===== src/pkg/csq_params.svh =====
// Purpose: Constants for the charge sequencer and status signalling block.
// Assumes: 50 MHz core clock; register data sits in the low byte.
// Notes:   Times are kept in their own units; tick counts derive from them.
`ifndef CSQ_PARAMS_SVH
`define CSQ_PARAMS_SVH

// Clock and base tick.
`define CSQ_CLK_NS          20
`define CSQ_TICK_NS         125000
`define CSQ_TICK_CYCLES     (`CSQ_TICK_NS / `CSQ_CLK_NS)
`define CSQ_TICKS_PER_MS    (1000000 / `CSQ_TICK_NS)

// Interval lengths in their printed units.
`define CSQ_DEAD_BATTERY_TIMER_MIN      30
`define CSQ_SHORT_WATCHDOG_TIMER_S          32
`define CSQ_ABS_RAISE_MS    128
`define CSQ_ABS_WIN_MS      64
`define CSQ_LOAD_MS         132
`define CSQ_RCH_DEB_MS      132
`define CSQ_BATTERY_MISSING_FLAG_WAIT_S    2
`define CSQ_STAT_PULSE_US   125

// Interval lengths in ticks.
`define CSQ_DEAD_BATTERY_TIMER_TICKS    (`CSQ_DEAD_BATTERY_TIMER_MIN * 60000 * `CSQ_TICKS_PER_MS)
`define CSQ_SHORT_WATCHDOG_TIMER_TICKS      (`CSQ_SHORT_WATCHDOG_TIMER_S * 1000 * `CSQ_TICKS_PER_MS)
`define CSQ_ABS_RAISE_TICKS (`CSQ_ABS_RAISE_MS * `CSQ_TICKS_PER_MS)
`define CSQ_ABS_WIN_TICKS   (`CSQ_ABS_WIN_MS * `CSQ_TICKS_PER_MS)
`define CSQ_LOAD_TICKS      (`CSQ_LOAD_MS * `CSQ_TICKS_PER_MS)
`define CSQ_RCH_DEB_TICKS   (`CSQ_RCH_DEB_MS * `CSQ_TICKS_PER_MS)
`define CSQ_BATTERY_MISSING_FLAG_TICKS     (`CSQ_BATTERY_MISSING_FLAG_WAIT_S * 1000 * `CSQ_TICKS_PER_MS)
`define CSQ_PULSE_TICKS     ((`CSQ_STAT_PULSE_US * 1000) / `CSQ_TICK_NS)

// Register indices; the byte address is four times the index.
`define CSQ_IDX_INT         1
`define CSQ_IDX_CTRL        2
`define CSQ_IDX_IBAT        3
`define CSQ_IDX_MASK        6
`define CSQ_IDX_STAT        7
`define CSQ_IDX_WDOG        10
`define CSQ_IDX_OPT         11
`define CSQ_ADDR_INT        (`CSQ_IDX_INT * 4)
`define CSQ_ADDR_CTRL       (`CSQ_IDX_CTRL * 4)
`define CSQ_ADDR_IBAT       (`CSQ_IDX_IBAT * 4)
`define CSQ_ADDR_MASK       (`CSQ_IDX_MASK * 4)
`define CSQ_ADDR_STAT       (`CSQ_IDX_STAT * 4)
`define CSQ_ADDR_WDOG       (`CSQ_IDX_WDOG * 4)
`define CSQ_ADDR_OPT        (`CSQ_IDX_OPT * 4)

// Field positions.
`define CSQ_INT_SUMMARY_BIT 0
`define CSQ_CTRL_HZ_BIT     1
`define CSQ_CTRL_AUXOFF_BIT 4
`define CSQ_IBAT_ICHG_LSB   4
`define CSQ_IBAT_TERMINATION_CURRENT_FIELD_LSB  0
`define CSQ_WDOG_KICK_BIT   7
`define CSQ_OPT_TERMDIS_BIT 0
`define CSQ_OPT_RCHDIS_BIT  1
`define CSQ_OPT_PTM_BIT     2
`define CSQ_FLAG_BATTERY_MISSING_FLAG      0
`define CSQ_FLAG_WDOG       1
`define CSQ_FLAG_DBT        2
`define CSQ_FLAG_TERM       3
`define CSQ_STAT_STATE_LSB  4

// Reset values.
`define CSQ_CTRL_RST        8'h00
`define CSQ_IBAT_RST        8'h00
`define CSQ_MASK_RST        8'h00
`define CSQ_OPT_RST         8'h00

`endif


===== src/pkg/csq_pkg.sv =====
// Purpose: Types of the charge sequencer and status signalling block.
// Assumes: Constants live in csq_params.svh.
// Notes:   All state of each module is one packed struct.
package csq_pkg;

  typedef enum logic [3:0] {
    CSQ_OFF        = 4'h0,
    CSQ_TRICKLE    = 4'h1,
    CSQ_ABS_TEST   = 4'h2,
    CSQ_CHARGE     = 4'h3,
    CSQ_TERM_LOAD  = 4'h4,
    CSQ_DONE       = 4'h5,
    CSQ_BATTERY_MISSING_FLAG      = 4'h6,
    CSQ_ABSENT     = 4'h7,
    CSQ_WD_IDLE    = 4'h8,
    CSQ_DB_EXPIRED = 4'h9
  } csq_chg_type;

  typedef enum logic [2:0] {
    CSQ_P_REST = 3'h0,
    CSQ_P_WAIT = 3'h1,
    CSQ_P_PRE  = 3'h2,
    CSQ_P_LOW  = 3'h3,
    CSQ_P_POST = 3'h4
  } csq_pin_type;

  typedef struct packed {
    logic [15:0] cnt;
    logic        tick;
  } csq_tick_state_type;

  typedef struct packed {
    csq_chg_type chg;
    csq_pin_type pin;
    logic [23:0] phase_cnt;
    logic [23:0] db_cnt;
    logic        db_run;
    logic [23:0] wd_cnt;
    logic        wd_en;
    logic [3:0]  pcnt;
    logic        vbus_ok_d;
    logic        pin_d;
    logic [7:0]  ctrl;
    logic [7:0]  ibat;
    logic [7:0]  opt;
    logic [7:0]  mask;
    logic [3:0]  flags;
    logic        summary;
    logic [31:0] prdata;
    logic        pready;
    logic        pslverr;
    logic        charge_en;
    logic        trickle;
    logic        target_raise;
    logic        load_on;
    logic        factory_test_mode;
    logic        regs_ctrl;
    logic        limit_500;
    logic        aux_bat;
    logic        aux_bus;
    logic        stat_pin;
  } csq_state_type;

endpackage : csq_pkg


===== src/rtl/csq_tick.sv =====
// Purpose: Free-running base tick for every interval of the sequencer.
// Assumes: TICK_CYCLES is at least 2.
// Notes:   One pulse of one clock every TICK_CYCLES enabled cycles.
`timescale 1ns/1ns
module csq_tick #(
  parameter logic [15:0] TICK_CYCLES = 16'h186A
) (
  // Clock, reset and enable
  input  wire logic clock_in,
  input  wire logic rst_in,
  input  wire logic ce_in,
  // Tick
  output logic      tick_out
);

  csq_pkg::csq_tick_state_type s_reg;
  csq_pkg::csq_tick_state_type s_next;

  always_comb begin
    s_next = s_reg;
    if (s_reg.cnt == TICK_CYCLES - 16'h0001) begin
      s_next.cnt  = 16'h0000;
      s_next.tick = 1'b1;
    end else begin
      s_next.cnt  = s_reg.cnt + 16'h0001;
      s_next.tick = 1'b0;
    end
  end

  always_ff @(posedge clock_in or posedge rst_in) begin
    if (rst_in) begin
      s_reg <= '0;
    end else if (ce_in) begin
      s_reg <= s_next;
    end
  end

  assign tick_out = s_reg.tick;

endmodule : csq_tick


===== src/rtl/csq_top.sv =====
// Purpose: Charge sequencing, watchdogs and status pin signalling.
// Assumes: Analog comparator levels arrive synchronous to clock_in.
// Notes:   Registers are reached over APB; all outputs are flip-flops.
//
// Functional notes
// - Dead pin high: regulator follows higher of battery, bus.
// - Pin low or disable bit: bus only, off below minimum.
// - Battery below short threshold: trickle current only.
// - Thirty-minute timer ends shorted charging; reconnect restarts.
// - Absence test raises target; high within window means absent.
// - Absence resets registers, sets flag, interrupts, pin high.
// - Absent: supply only with timer running, no disables.
// - Later absence test only after enabled termination.
// - Write after pin high swaps thirty-minute for watchdog.
// - Limit pin or register field sets charge current.
// - Host kicks watchdog; expiry stops charging into idle.
// - Idle left by reconnect, pin low or starting write.
// - Termination current stops charging and halts watchdog.
// - Termination load; low voltage means missing battery fault.
// - Fault restarts after two seconds, trickle or charge.
// - Missing flag cleared by passed test or power-on above short threshold.
// - Debounced recharge restarts fast charge unless disabled.
// - Factory test: flag and enable; voltage loop, watchdog stops.
// - Unmasked event gives one low status pulse if summary bit clear.
// - Status rests low only charging with battery present.
// - Low rest adds leading high; trailing high if charging.
// - Summary bit set before pulse, cleared by reading.
`timescale 1ns/1ns
`include "csq_params.svh"
module csq_top #(
  parameter logic [15:0] TICK_CYCLES = 16'(`CSQ_TICK_CYCLES)
) (
  // Clock, reset and enable
  input  wire logic        clock_in,
  input  wire logic        rst_in,
  input  wire logic        ce_in,
  // APB slave
  input  wire logic        psel_in,
  input  wire logic        penable_in,
  input  wire logic        pwrite_in,
  input  wire logic [7:0]  paddr_in,
  input  wire logic [31:0] pwdata_in,
  output logic      [31:0] prdata_out,
  output logic             pready_out,
  output logic             pslverr_out,
  // Comparators and pins
  input  wire logic        vbus_ok_in,
  input  wire logic        vbus_gt_vbat_in,
  input  wire logic        vbat_above_short_in,
  input  wire logic        vbat_above_absent_in,
  input  wire logic        vbat_below_recharge_in,
  input  wire logic        ibat_below_term_in,
  input  wire logic        dead_battery_pin_in,
  input  wire logic        current_limit_pin_in,
  input  wire logic        charge_disable_input_in,
  // Charger controls
  output logic             charge_enable_out,
  output logic             trickle_out,
  output logic             target_raise_out,
  output logic             absence_load_out,
  output logic             voltage_loop_only_out,
  output logic             regs_control_current_out,
  output logic             bus_limit_500_out,
  output logic      [3:0]  charge_current_field_out,
  output logic      [3:0]  termination_current_field_out,
  output logic             aux_from_battery_out,
  output logic             aux_from_bus_out,
  output logic             status_pin_out
);

  csq_pkg::csq_state_type s_reg;
  csq_pkg::csq_state_type s_next;
  logic                   tick;

  ////////////////////////////////////////////////////////////////////////////
  // Base tick shared by every interval.
  csq_tick #(
    .TICK_CYCLES (TICK_CYCLES)
  ) u_tick (
    .clock_in    (clock_in),
    .rst_in      (rst_in),
    .ce_in       (ce_in),
    .tick_out    (tick)
  );

  ////////////////////////////////////////////////////////////////////////////
  always_comb begin
    logic        por;
    logic        pin_fall;
    logic        a_int;
    logic        a_ctrl;
    logic        a_ibat;
    logic        a_mask;
    logic        a_stat;
    logic        a_wdog;
    logic        a_opt;
    logic        mapped;
    logic        acc;
    logic        wr;
    logic        rd_int;
    logic        rd_stat;
    logic        factory_test_mode;
    logic        gate;
    logic        wd_run;
    logic        reg_reset;
    logic        rest;
    logic        trig;
    logic [3:0]  ev;
    logic [3:0]  clr;
    csq_pkg::csq_chg_type start_st;
    por       = vbus_ok_in && !s_reg.vbus_ok_d;
    pin_fall  = vbus_ok_in && s_reg.pin_d && !dead_battery_pin_in;
    a_int     = (paddr_in == 8'(`CSQ_ADDR_INT));
    a_ctrl    = (paddr_in == 8'(`CSQ_ADDR_CTRL));
    a_ibat    = (paddr_in == 8'(`CSQ_ADDR_IBAT));
    a_mask    = (paddr_in == 8'(`CSQ_ADDR_MASK));
    a_stat    = (paddr_in == 8'(`CSQ_ADDR_STAT));
    a_wdog    = (paddr_in == 8'(`CSQ_ADDR_WDOG));
    a_opt     = (paddr_in == 8'(`CSQ_ADDR_OPT));
    mapped    = a_int | a_ctrl | a_ibat | a_mask | a_stat | a_wdog | a_opt;
    acc       = psel_in && penable_in && s_reg.pready;
    wr        = acc && pwrite_in && mapped;
    rd_int    = acc && !pwrite_in && a_int;
    rd_stat   = acc && !pwrite_in && a_stat;
    factory_test_mode       = s_reg.opt[`CSQ_OPT_PTM_BIT] && s_reg.flags[`CSQ_FLAG_BATTERY_MISSING_FLAG];
    gate      = (s_reg.db_run || s_reg.wd_en) &&
                !s_reg.ctrl[`CSQ_CTRL_HZ_BIT] && !charge_disable_input_in;
    reg_reset = 1'b0;
    ev        = 4'h0;
    clr       = 4'h0;
    start_st  = vbat_above_short_in ? csq_pkg::CSQ_CHARGE
                                    : csq_pkg::CSQ_TRICKLE;
    s_next    = s_reg;
    s_next.vbus_ok_d = vbus_ok_in;
    s_next.pin_d     = dead_battery_pin_in;

    // APB: the answer comes in the first access cycle.
    s_next.pready  = psel_in && !penable_in;
    s_next.pslverr = psel_in && !penable_in && !mapped;
    if (psel_in && !penable_in) begin
      s_next.prdata  = 32'h0000_0000;
      if (a_int) begin
        s_next.prdata[`CSQ_INT_SUMMARY_BIT] = s_reg.summary;
      end
      if (a_ctrl) begin
        s_next.prdata[7:0] = s_reg.ctrl;
      end
      if (a_ibat) begin
        s_next.prdata[7:0] = s_reg.ibat;
      end
      if (a_mask) begin
        s_next.prdata[7:0] = s_reg.mask;
      end
      if (a_opt) begin
        s_next.prdata[7:0] = s_reg.opt;
      end
      if (a_stat) begin
        s_next.prdata[3:0] = s_reg.flags;
        s_next.prdata[`CSQ_STAT_STATE_LSB +: 4] = s_reg.chg;
      end
    end
    if (wr && a_ctrl) begin
      s_next.ctrl = pwdata_in[7:0];
    end
    if (wr && a_ibat) begin
      s_next.ibat = pwdata_in[7:0];
    end
    if (wr && a_mask) begin
      s_next.mask = pwdata_in[7:0];
    end
    if (wr && a_opt) begin
      s_next.opt = pwdata_in[7:0];
    end

    ////////////////////////////////////////////////////////////////////////
    // Watchdog and thirty-minute timer.
    wd_run = s_reg.wd_en && !factory_test_mode && s_reg.chg != csq_pkg::CSQ_TERM_LOAD &&
             s_reg.chg != csq_pkg::CSQ_DONE;
    if (wd_run && tick) begin
      s_next.wd_cnt = s_reg.wd_cnt + 24'h000001;
    end
    if (wr && a_wdog && pwdata_in[`CSQ_WDOG_KICK_BIT]) begin
      s_next.wd_cnt = 24'h000000;
    end
    if (s_reg.db_run && tick) begin
      s_next.db_cnt = s_reg.db_cnt + 24'h000001;
    end
    if (wr && dead_battery_pin_in && !s_reg.wd_en) begin
      s_next.db_run = 1'b0;
      s_next.db_cnt = 24'h000000;
      s_next.wd_en  = 1'b1;
      s_next.wd_cnt = 24'h000000;
      if (s_reg.chg == csq_pkg::CSQ_WD_IDLE) begin
        s_next.chg = start_st;
      end
    end

    ////////////////////////////////////////////////////////////////////////
    // Charge sequence.
    case (s_reg.chg)
      csq_pkg::CSQ_TRICKLE: begin
        if (vbat_above_short_in) begin
          s_next.chg = csq_pkg::CSQ_ABS_TEST;
        end
      end
      csq_pkg::CSQ_ABS_TEST: begin
        if (vbat_above_absent_in &&
            s_reg.phase_cnt < 24'(`CSQ_ABS_WIN_TICKS)) begin
          ev[`CSQ_FLAG_BATTERY_MISSING_FLAG] = 1'b1;
          reg_reset  = 1'b1;
          s_next.chg = csq_pkg::CSQ_ABSENT;
        end else if (tick &&
            s_reg.phase_cnt == 24'(`CSQ_ABS_RAISE_TICKS - 1)) begin
          clr[`CSQ_FLAG_BATTERY_MISSING_FLAG] = 1'b1;
          s_next.chg = csq_pkg::CSQ_CHARGE;
        end
      end
      csq_pkg::CSQ_CHARGE: begin
        if (ibat_below_term_in && s_reg.charge_en &&
            !s_reg.opt[`CSQ_OPT_TERMDIS_BIT]) begin
          ev[`CSQ_FLAG_TERM] = 1'b1;
          s_next.chg = csq_pkg::CSQ_TERM_LOAD;
        end
      end
      csq_pkg::CSQ_TERM_LOAD: begin
        if (!vbat_below_recharge_in) begin
          s_next.chg = csq_pkg::CSQ_DONE;
        end else if (tick &&
            s_reg.phase_cnt == 24'(`CSQ_LOAD_TICKS - 1)) begin
          ev[`CSQ_FLAG_BATTERY_MISSING_FLAG] = 1'b1;
          s_next.chg = csq_pkg::CSQ_BATTERY_MISSING_FLAG;
        end
      end
      csq_pkg::CSQ_DONE: begin
        if (!vbat_below_recharge_in || s_reg.opt[`CSQ_OPT_RCHDIS_BIT]) begin
          s_next.phase_cnt = 24'h000000;
        end else if (tick &&
            s_reg.phase_cnt == 24'(`CSQ_RCH_DEB_TICKS - 1)) begin
          s_next.chg = csq_pkg::CSQ_CHARGE;
        end
      end
      csq_pkg::CSQ_BATTERY_MISSING_FLAG: begin
        if (tick && s_reg.phase_cnt == 24'(`CSQ_BATTERY_MISSING_FLAG_TICKS - 1)) begin
          s_next.chg = start_st;
        end
      end
      csq_pkg::CSQ_OFF,
      csq_pkg::CSQ_ABSENT,
      csq_pkg::CSQ_WD_IDLE,
      csq_pkg::CSQ_DB_EXPIRED: begin
        s_next.chg = s_next.chg;
      end
      default: begin
        s_next.chg = csq_pkg::CSQ_OFF;
      end
    endcase
    if (tick && s_next.chg == s_reg.chg &&
        (s_reg.chg == csq_pkg::CSQ_ABS_TEST ||
         s_reg.chg == csq_pkg::CSQ_TERM_LOAD ||
         s_reg.chg == csq_pkg::CSQ_BATTERY_MISSING_FLAG ||
         (s_reg.chg == csq_pkg::CSQ_DONE && vbat_below_recharge_in &&
          !s_reg.opt[`CSQ_OPT_RCHDIS_BIT]))) begin
      s_next.phase_cnt = s_reg.phase_cnt + 24'h000001;
    end

    // Later assignments win: supply loss overrides everything.
    if (wd_run && tick && s_reg.wd_cnt == 24'(`CSQ_SHORT_WATCHDOG_TIMER_TICKS - 1)) begin
      ev[`CSQ_FLAG_WDOG] = 1'b1;
      s_next.wd_en  = 1'b0;
      s_next.chg    = csq_pkg::CSQ_WD_IDLE;
    end
    if (s_reg.db_run && tick &&
        s_reg.db_cnt == 24'(`CSQ_DEAD_BATTERY_TIMER_TICKS - 1)) begin
      ev[`CSQ_FLAG_DBT] = 1'b1;
      s_next.db_run = 1'b0;
      s_next.chg    = csq_pkg::CSQ_DB_EXPIRED;
    end
    if (pin_fall || por) begin
      reg_reset     = reg_reset || !dead_battery_pin_in;
      s_next.db_run = 1'b1;
      s_next.db_cnt = 24'h000000;
      s_next.wd_en  = 1'b0;
      s_next.wd_cnt = 24'h000000;
      s_next.chg    = start_st;
      if (por && vbat_above_short_in) begin
        clr[`CSQ_FLAG_BATTERY_MISSING_FLAG] = 1'b1;
      end
    end
    if (!vbus_ok_in) begin
      s_next.db_run = 1'b0;
      s_next.wd_en  = 1'b0;
      s_next.chg    = csq_pkg::CSQ_OFF;
    end
    if (s_next.chg != s_reg.chg) begin
      s_next.phase_cnt = 24'h000000;
    end
    if (reg_reset) begin
      s_next.ctrl = `CSQ_CTRL_RST;
      s_next.ibat = `CSQ_IBAT_RST;
      s_next.opt  = `CSQ_OPT_RST;
      s_next.mask = `CSQ_MASK_RST;
    end

    ////////////////////////////////////////////////////////////////////////
    // Flags, summary bit and status pin; a new event beats a clear.
    if (rd_stat) begin
      clr = clr | 4'hE;
    end
    s_next.flags   = (s_reg.flags & ~clr) | ev;
    trig           = |(ev & ~s_reg.mask[3:0]) && !s_reg.summary;
    s_next.summary = (s_reg.summary && !rd_int) || |(ev & ~s_reg.mask[3:0]);
    rest = !(s_reg.charge_en && !s_reg.flags[`CSQ_FLAG_BATTERY_MISSING_FLAG]);
    case (s_reg.pin)
      csq_pkg::CSQ_P_REST: begin
        if (trig) begin
          s_next.pin = csq_pkg::CSQ_P_WAIT;
        end
      end
      csq_pkg::CSQ_P_WAIT: begin
        if (tick) begin
          s_next.pcnt = 4'h0;
          s_next.pin  = rest ? csq_pkg::CSQ_P_LOW : csq_pkg::CSQ_P_PRE;
        end
      end
      csq_pkg::CSQ_P_PRE,
      csq_pkg::CSQ_P_LOW,
      csq_pkg::CSQ_P_POST: begin
        if (tick) begin
          s_next.pcnt = s_reg.pcnt + 4'h1;
          if (s_reg.pcnt == 4'(`CSQ_PULSE_TICKS - 1)) begin
            s_next.pcnt = 4'h0;
            if (s_reg.pin == csq_pkg::CSQ_P_PRE) begin
              s_next.pin = csq_pkg::CSQ_P_LOW;
            end else if (s_reg.pin == csq_pkg::CSQ_P_LOW && !rest) begin
              s_next.pin = csq_pkg::CSQ_P_POST;
            end else begin
              s_next.pin = csq_pkg::CSQ_P_REST;
            end
          end
        end
      end
      default: begin
        s_next.pin = csq_pkg::CSQ_P_REST;
      end
    endcase
    case (s_next.pin)
      csq_pkg::CSQ_P_LOW:  s_next.stat_pin = 1'b0;
      csq_pkg::CSQ_P_PRE,
      csq_pkg::CSQ_P_POST: s_next.stat_pin = 1'b1;
      default:             s_next.stat_pin = rest;
    endcase

    ////////////////////////////////////////////////////////////////////////
    // Charger and regulator controls.
    s_next.charge_en = gate && (s_next.chg == csq_pkg::CSQ_TRICKLE ||
                                s_next.chg == csq_pkg::CSQ_ABS_TEST ||
                                s_next.chg == csq_pkg::CSQ_CHARGE ||
                                s_next.chg == csq_pkg::CSQ_ABSENT);
    s_next.trickle      = s_next.chg == csq_pkg::CSQ_TRICKLE;
    s_next.target_raise = s_next.chg == csq_pkg::CSQ_ABS_TEST;
    s_next.load_on      = s_next.chg == csq_pkg::CSQ_TERM_LOAD;
    s_next.factory_test_mode          = factory_test_mode;
    s_next.regs_ctrl    = s_next.wd_en;
    s_next.limit_500    = current_limit_pin_in;
    if (dead_battery_pin_in && !s_next.ctrl[`CSQ_CTRL_AUXOFF_BIT]) begin
      s_next.aux_bat = !vbus_gt_vbat_in;
      s_next.aux_bus = vbus_gt_vbat_in;
    end else begin
      s_next.aux_bat = 1'b0;
      s_next.aux_bus = vbus_ok_in;
    end
  end

  ////////////////////////////////////////////////////////////////////////////
  always_ff @(posedge clock_in or posedge rst_in) begin
    if (rst_in) begin
      s_reg <= '0;
    end else if (ce_in) begin
      s_reg <= s_next;
    end
  end

  assign prdata_out                    = s_reg.prdata;
  assign pready_out                    = s_reg.pready;
  assign pslverr_out                   = s_reg.pslverr;
  assign charge_enable_out             = s_reg.charge_en;
  assign trickle_out                   = s_reg.trickle;
  assign target_raise_out              = s_reg.target_raise;
  assign absence_load_out              = s_reg.load_on;
  assign voltage_loop_only_out         = s_reg.factory_test_mode;
  assign regs_control_current_out      = s_reg.regs_ctrl;
  assign bus_limit_500_out             = s_reg.limit_500;
  assign charge_current_field_out      = s_reg.ibat[`CSQ_IBAT_ICHG_LSB +: 4];
  assign termination_current_field_out = s_reg.ibat[`CSQ_IBAT_TERMINATION_CURRENT_FIELD_LSB +: 4];
  assign aux_from_battery_out          = s_reg.aux_bat;
  assign aux_from_bus_out              = s_reg.aux_bus;
  assign status_pin_out                = s_reg.stat_pin;

endmodule : csq_top


===== config.mk =====
export PLATFORM = sky130hd
export DESIGN_NAME = csq_top
export DESIGN_NICKNAME = d
export VERILOG_FILES = /design/src/pkg/csq_pkg.sv /design/src/rtl/csq_tick.sv /design/src/rtl/csq_top.sv
export VERILOG_INCLUDE_DIRS = /design/src /design/src/pkg
export SDC_FILE = /design/constraint.sdc
export NUM_CORES = 1
export LEC_CHECK = 0
export ABC_AREA = 0
export BUFFER_PORTS_ARGS = -buffer_cell sky130_fd_sc_hd__buf_2
export CORE_ASPECT_RATIO = 1.4
export CORE_MARGIN = 2
export CORE_UTILIZATION = 36
export CTS_BUF_LIST = sky130_fd_sc_hd__clkbuf_8
export CTS_CLUSTER_DIAMETER = 150
export DETAILED_ROUTE_END_ITERATION = 10
export MAX_ROUTING_LAYER = met4
export PLACE_DENSITY = 0.58
export SYNTH_ARGS = -nofsm -noshare
export SYNTH_HDL_FRONTEND = slang
export SYNTH_SLANG_ARGS = --single-unit

===== constraint.sdc =====
create_clock -name clock_in -period 5.12 [get_ports clock_in]
set_clock_uncertainty 0.2 [all_clocks]
set_input_delay 0.512 -clock clock_in [delete_from_list [all_inputs] [get_ports clock_in]]
set_output_delay 0.512 -clock clock_in [all_outputs]
set_load 0.005 [all_outputs]

==> results of run 1 <==
how the worst max path moves through the flow:
| stage | slack, ps | startpoint | to |
|---|---|---|---|
| floorplan | 90 | rst_in | absence_load_out$_DFFE_PP0P_ |
| global placement | 1250 | paddr_in[7] | s_reg[137]$_DFFE_PP0P_ |
| detailed placement | 1170 | paddr_in[7] | s_reg[141]$_DFFE_PP0P_ |
| CTS | 1400 | s_reg[155]$_DFFE_PP0P_ | s_reg[153]$_DFFE_PP0P_ |
| global route | 1140 | s_reg[155]$_DFFE_PP0P_ | s_reg[137]$_DFFE_PP0P_ |
| finish | 1330 | u_tick.tick_out$_DFFE_PP0P_ | s_reg[144]$_DFFE_PP0P_ |
layout make-up:
cell class	instances	share of cell area, %
Multi-Input combinational cell	756	45.3
Tap cell	315	4.05
Inverter	45	1.79
Antenna cell	4	0.103
Clock buffer	20	2.83
Clock inverter	10	1.17
Timing Repair Buffer	66	3.60
Sequential cell	160	41.2
metal layers:
layer	wire length [um]	vias up	global-route usage (%)	share of wire, %
met4	450	0	6.34	2.0
met3	959	27	3.51	4.3
met2	10800	165	28.9	49
met1	10000	3569	23.4	45
li1	-	3631	-	-
met5	0	-	-	0
Yosys cell counts, types with 5 or more instances:
cell type and count:
dfrtp_1 160, nand2_1 110, nor2_1 106, o21ai_0 91
nand3_1 51, inv_1 44, buf_4 40, a21oi_1 34
xor2_1 32, clkbuf_1 31, nand4_1 26, nor3_1 25
xnor2_1 22, and3_1 17, o21ai_1 15, or3_1 13
a31oi_1 12, nor4_1 11, a22o_1 10, a22oi_1 10
and2_1 9, a21o_1 8, nor2b_1 8, or4_1 8
a222oi_1 7, and4_1 7, ha_1 7, o211ai_1 7
buf_2 6, o31ai_1 6, mux2_2 5, o21a_1 5
o22ai_1 5
power groups by stage:
stage | sequential [mW] | clock (mW) | combinational (mW)
finish | 1.48 | 0.947 | 0.377
global route | 1.50 | 1.02 | 0.439
CTS | 1.48 | 0.975 | 0.383
detailed placement | 1.51 | 0 | 0.381
global placement | 1.50 | 0 | 0.375
floorplan | 1.46 | 0 | 0.309
cell families after synthesis:
logic type / synth area share, %
XOR/XNOR: 5.30
adder cells (fa/ha/maj): 0.981
buffers and inverters: 7.02
multiplexers: 1.08
other: 0.0420
flip-flops: 44.8
AO/OA/AOI/OAI: 17.1
AND/OR/NAND/NOR: 23.6
per-stage QoR:
| stage | total power [mW] | worst slack, ps | area (um2) | hold WS (ps) |
|---|---|---|---|---|
| finish | 2.81 | 1330 | 9720 | -8.60 |
| detailed placement | 1.89 | 1170 | 9320 | 260 |
| CTS | 2.84 | 1400 | 9710 | 1.19 |
| floorplan | 1.77 | 88.1 | 9020 | 246 |
| global placement | 1.88 | 1250 | 9320 | 257 |
| global route | 2.95 | 1140 | 9720 | 34.2 |
==> impl_results.md, run 1 <==
- CTS Buffer Depth: 2
- CTS Hold Bufs: 0
- Max incr delay on CP: 720 ps
- Relative slew slack: 27.5%
- # placed instances: 1342
- Critical path cell sequence: and2_1, nand2_1, or4_1, a31o_2, a22oi_1, nand4b_1, nor4_2, nand2_1, o22ai_1
- FF+latch area: 4000 um2
- Pin count of the biggest net entering global routing: 84
- Overall Global Routing Usage: 18.3%
- Status: complete, but fails checks
- F_max: 264 MHz
- Most frequent cells in the layout: dfrtp_1, nand2_1, nor2_1
- Drt drc: 0
- Placer Congestion: 0.829
- Post-CTS Setup Bufs: 0
- Final WL: 22200 um
- Synthesis Warnings: 0
- CP bufs+invs: 0
- Syn avg cell area: 8.79 um2
- Int Pwr: 1.98 mW
- Core area: 24500 um2
- Pleak: 4.21 nW
- Die H: 190 um
- Area leader, netlist: dfrtp_1
- ANT nets after route: 0
- Clock network fraction of design power: 33.7%
- Max Slew Vio Count: 0
- Max Cap Violations: 0
- GR Overflow Total: 0
- Flop pwr share: 52.8%
- R2r endpoint: s_reg[144]$_DFFE_PP0P_
- Unrepaired setup endpoints after global routing: false
- Multi-input logic area: 4400 um2
- Final worst path period share: 74.0%
- Violated checks: hold timing
- First-pass GRT wire length: 36800 um
- Die Span X: 137 um
- Setup TNS: 0 ps
- Period minus WS final: 3790 ps
- Commonest non-fill, non-tap cell in the layout: dfrtp_1
- CP Class: reg -> reg
- Main synth FF type: dfrtp_1
- Async set-reset flop share out of synthesis: 100%
- Crit Path Max Fanout: 11
- Number of synthesized flops with an enable pin: 0
- CP arrival: 3960 ps
- Port bufs: 58
- CTS tree: done
- Vias: 7392
- # rows: 68
- Sequential share of the synthesized area: 44.8%
- Clock transition at path regs: 90 ps
- Top post-synthesis cells by area: dfrtp_1, o21ai_0, nand2_1
- Worst-skew pair later-pin latency: 470 ps
- Most used cell, CP: nand2_1
- Vias in the first global route: 7134
- Critical Path Sink Type: register
- CTS resizes: 0
- Initial antenna violation count: 4
- VDD IR-drop max: 0.000151 V
- Final core utilization: 39.7%
- P&R area growth vs syn: 8.84%
- Vias per Instance: 5.37
- Finished Layout Cells: 1376
- Synthesized cell area: 8930 um2
- PD cells: 289 nW/um2
- Sw frac: 29.6%
- Req. time, crit path: 5300 ps
- Clk root buf: clkbuf_8
- Cell at the slowest stage of the critical path: or4_1
- Hold crit path type: in -> async
- Starting density of the core: 36.4%
- Layout cell share with drive strength beyond 1: 11.4%
- Worst reg2reg startpoint: u_tick.tick_out$_DFFE_PP0P_
- Largest register FFs: 115
- Startpoint Class: register
- Hold_ws: -8.60 ps
- HPWL after DPL: 16000 um
- Comb pwr share: 13.4%
- Pre-antenna DRT Iters: 5
- Yosys cell types: 73
- Inserted Clock Buffers: 17
- Nets: 1108
- WL per Instance: 16.1 um
- 1st-iter DRT viols: 435
- Die Area: 26100 um2
- R2R cell count: 9
- Mapped Cells: 1016
- Final setup viols: 0
- Switching power: 0.829 mW
- Share of the synthesized area in the top cell type: 44.8%
- Crit. path cell count: 9
- Seq cells post-synth: 160
- Fill count: 2524
- CTS sink cnt: 160
- Worst-Margin Slew: 1080 ps
- I/O pin total: 107
- Crit path max-delay family: simple AND/OR/NAND/NOR gates
- Final Hold Viols: 15
- H-tree levels: 4
- R2R setup slack: 1330 ps
No activity file was read; power rests on OpenSTA's default activity.
==> run 2, diff against run 1 <==
PLACE_DENSITY = 0.56   (was 0.58)
clock period = 3.65 ns   (was 5.12 ns; I/O delays follow)
==> run 2 against run 1 <==
Net effect: critical endpoint is now s_reg[153]$_DFFE_PP0P_; the run now ends clean; hold slack improved by 77 ps; power increased by 50%; worst setup slack worse by 1100 ps; non-clock buffer count up 35; die area did not move; via count rose by 0.70%; register-to-register slack got worse by 1100 ps.
==> impl_results.md, run 2 (same netlist as run 1, synthesis figures left out) <==
- Status: completed
- Pre-antenna DRT Iters: 5
- Req. time, crit path: 3840 ps
- Critical Path Sink Type: register
- Flop pwr share: 49.4%
- P&R area growth vs syn: 13.7%
- VDD IR-drop max: 0.000236 V
- # placed instances: 1364
- Clock transition at path regs: 80 ps
- Drt drc: 0
- Comb pwr share: 13.3%
- Relative slew slack: 27.2%
- Initial antenna violation count: 4
- Startpoint Class: register
- Starting density of the core: 36.4%
- Fill count: 2474
- Inserted Clock Buffers: 17
- Pleak: 4.44 nW
- CTS tree: done
- Overall Global Routing Usage: 18.6%
- Die H: 190 um
- Worst-skew pair later-pin latency: 480 ps
- Vias: 7444
- Final setup viols: 0
- Commonest non-fill, non-tap cell in the layout: dfrtp_1
- WL per Instance: 16.0 um
- CTS sink cnt: 160
- 1st-iter DRT viols: 434
- Int Pwr: 3.05 mW
- Vias in the first global route: 7240
- Unrepaired setup endpoints after global routing: false
- Die Area: 26100 um2
- Clk root buf: clkbuf_8
- Final Hold Viols: 0
- Finished Layout Cells: 1413
- PD cells: 415 nW/um2
- H-tree levels: 4
- # rows: 68
- Hold crit path type: in -> reg
- CP Class: reg -> reg
- Period minus WS final: 3420 ps
- First-pass GRT wire length: 37100 um
- I/O pin total: 107
- Clock network fraction of design power: 37.3%
- Pin count of the biggest net entering global routing: 161
- Die Span X: 137 um
- HPWL after DPL: 16400 um
- Worst-Margin Slew: 1090 ps
- Final worst path period share: 93.8%
- CP arrival: 3610 ps
- Setup TNS: 0 ps
- Nets: 1143
- Final WL: 22600 um
- Port bufs: 58
- GR Overflow Total: 0
- Switching power: 1.16 mW
- Crit Path Max Fanout: 24
- Post-CTS Setup Bufs: 0
- Placer Congestion: 0.848
- F_max: 292 MHz
- ANT nets after route: 0
- Core area: 24500 um2
- Layout cell share with drive strength beyond 1: 13.5%
- Final core utilization: 41.5%
- Max Cap Violations: 0
- Vias per Instance: 5.27
- Sw frac: 27.6%
- Largest register FFs: 115
- Max Slew Vio Count: 0
- Most frequent cells in the layout: dfrtp_1, nand2_1, nor2_1
- CTS Buffer Depth: 2
-- run 2: cell count changes in the layout (fill, tap and decap cells not counted), moves of 2 or more --
cell,before,now
dlygate4sd3_1,0,13
inv_1,44,46
bufinv_16,2,6
buf_4,8,28
buf_12,0,2
-- run 2: final cells by class --
| cell class | count | area, um2 | area share, % |
|---|---|---|---|
| clock buffer | 19 | 262 | 2.57 |
| antenna | 4 | 10.0 | 0.0985 |
| multi-input combinational | 756 | 4430 | 43.6 |
| sequential | 160 | 4000 | 39.4 |
| clock inverter | 13 | 218 | 2.14 |
| tap | 315 | 394 | 3.88 |
| timing repair buffer | 101 | 671 | 6.60 |
| inverter | 45 | 173 | 1.70 |
-- run 2: layer usage --
metal  GRT usage [%]  share of wire [%]
met2            30.5                 51
met1            22.7                 43
met3            4.04                4.3
met5               -                  0
met4            6.19                1.6
-- run 2: final timing paths --
check                      slack (ps)                      start                        end  depth (start not counted)
max in group asynchronous        1970                     rst_in      s_reg[57]$_DFFE_PP0P_                          4
min                                70                  pwrite_in      s_reg[44]$_DFFE_PP0P_                          5
max                               230     s_reg[127]$_DFFE_PP0P_     s_reg[153]$_DFFE_PP0P_                          9
max reg2reg                       230     s_reg[127]$_DFFE_PP0P_     s_reg[153]$_DFFE_PP0P_                          9
min reg2reg                       280  prdata_out[4]$_DFFE_PP0P_  prdata_out[4]$_DFFE_PP0P_                          1
min in group asynchronous         360                     rst_in  prdata_out[4]$_DFFE_PP0P_                          4
-- run 2: power by group through the flow --
stage | logic (mW) | registers, mW | clock network [mW]
after global placement | 0.541 | 2.12 | 0
after global routing | 0.646 | 2.10 | 1.70
final | 0.559 | 2.08 | 1.58
after CTS | 0.564 | 2.08 | 1.63
after detailed placement | 0.549 | 2.12 | 0
after floorplan | 0.434 | 2.05 | 0
-- run 2: critical path: stages, from the launching register on --
cell	delay (ps)
dfrtp_1	420
or4_1	560
or4_1	670
a31o_2	300
a22oi_1	160
nand4b_1	280
nor3_1	260
a31oi_2	150
buf_12	190
o21ai_0	160
-- run 2: timing repair --
item                                    CTS  global route
resized for setup                         0             6
endpoints found under the setup margin    0            24
hold buffers                             13             0
endpoints found under the hold margin    68             0
-- run 2: per-stage QoR --
stage                     instance area [um2]  hold WS (ps)  total power [mW]  worst slack [ps]
after CTS                               10100          32.0              4.27               208
after detailed placement                 9510           263              2.67               227
after global routing                    10200          69.8              4.45              6.02
after floorplan                          9020           246              2.49               466
final                                   10200          68.0              4.22               227
after global placement                   9510           259              2.66               256
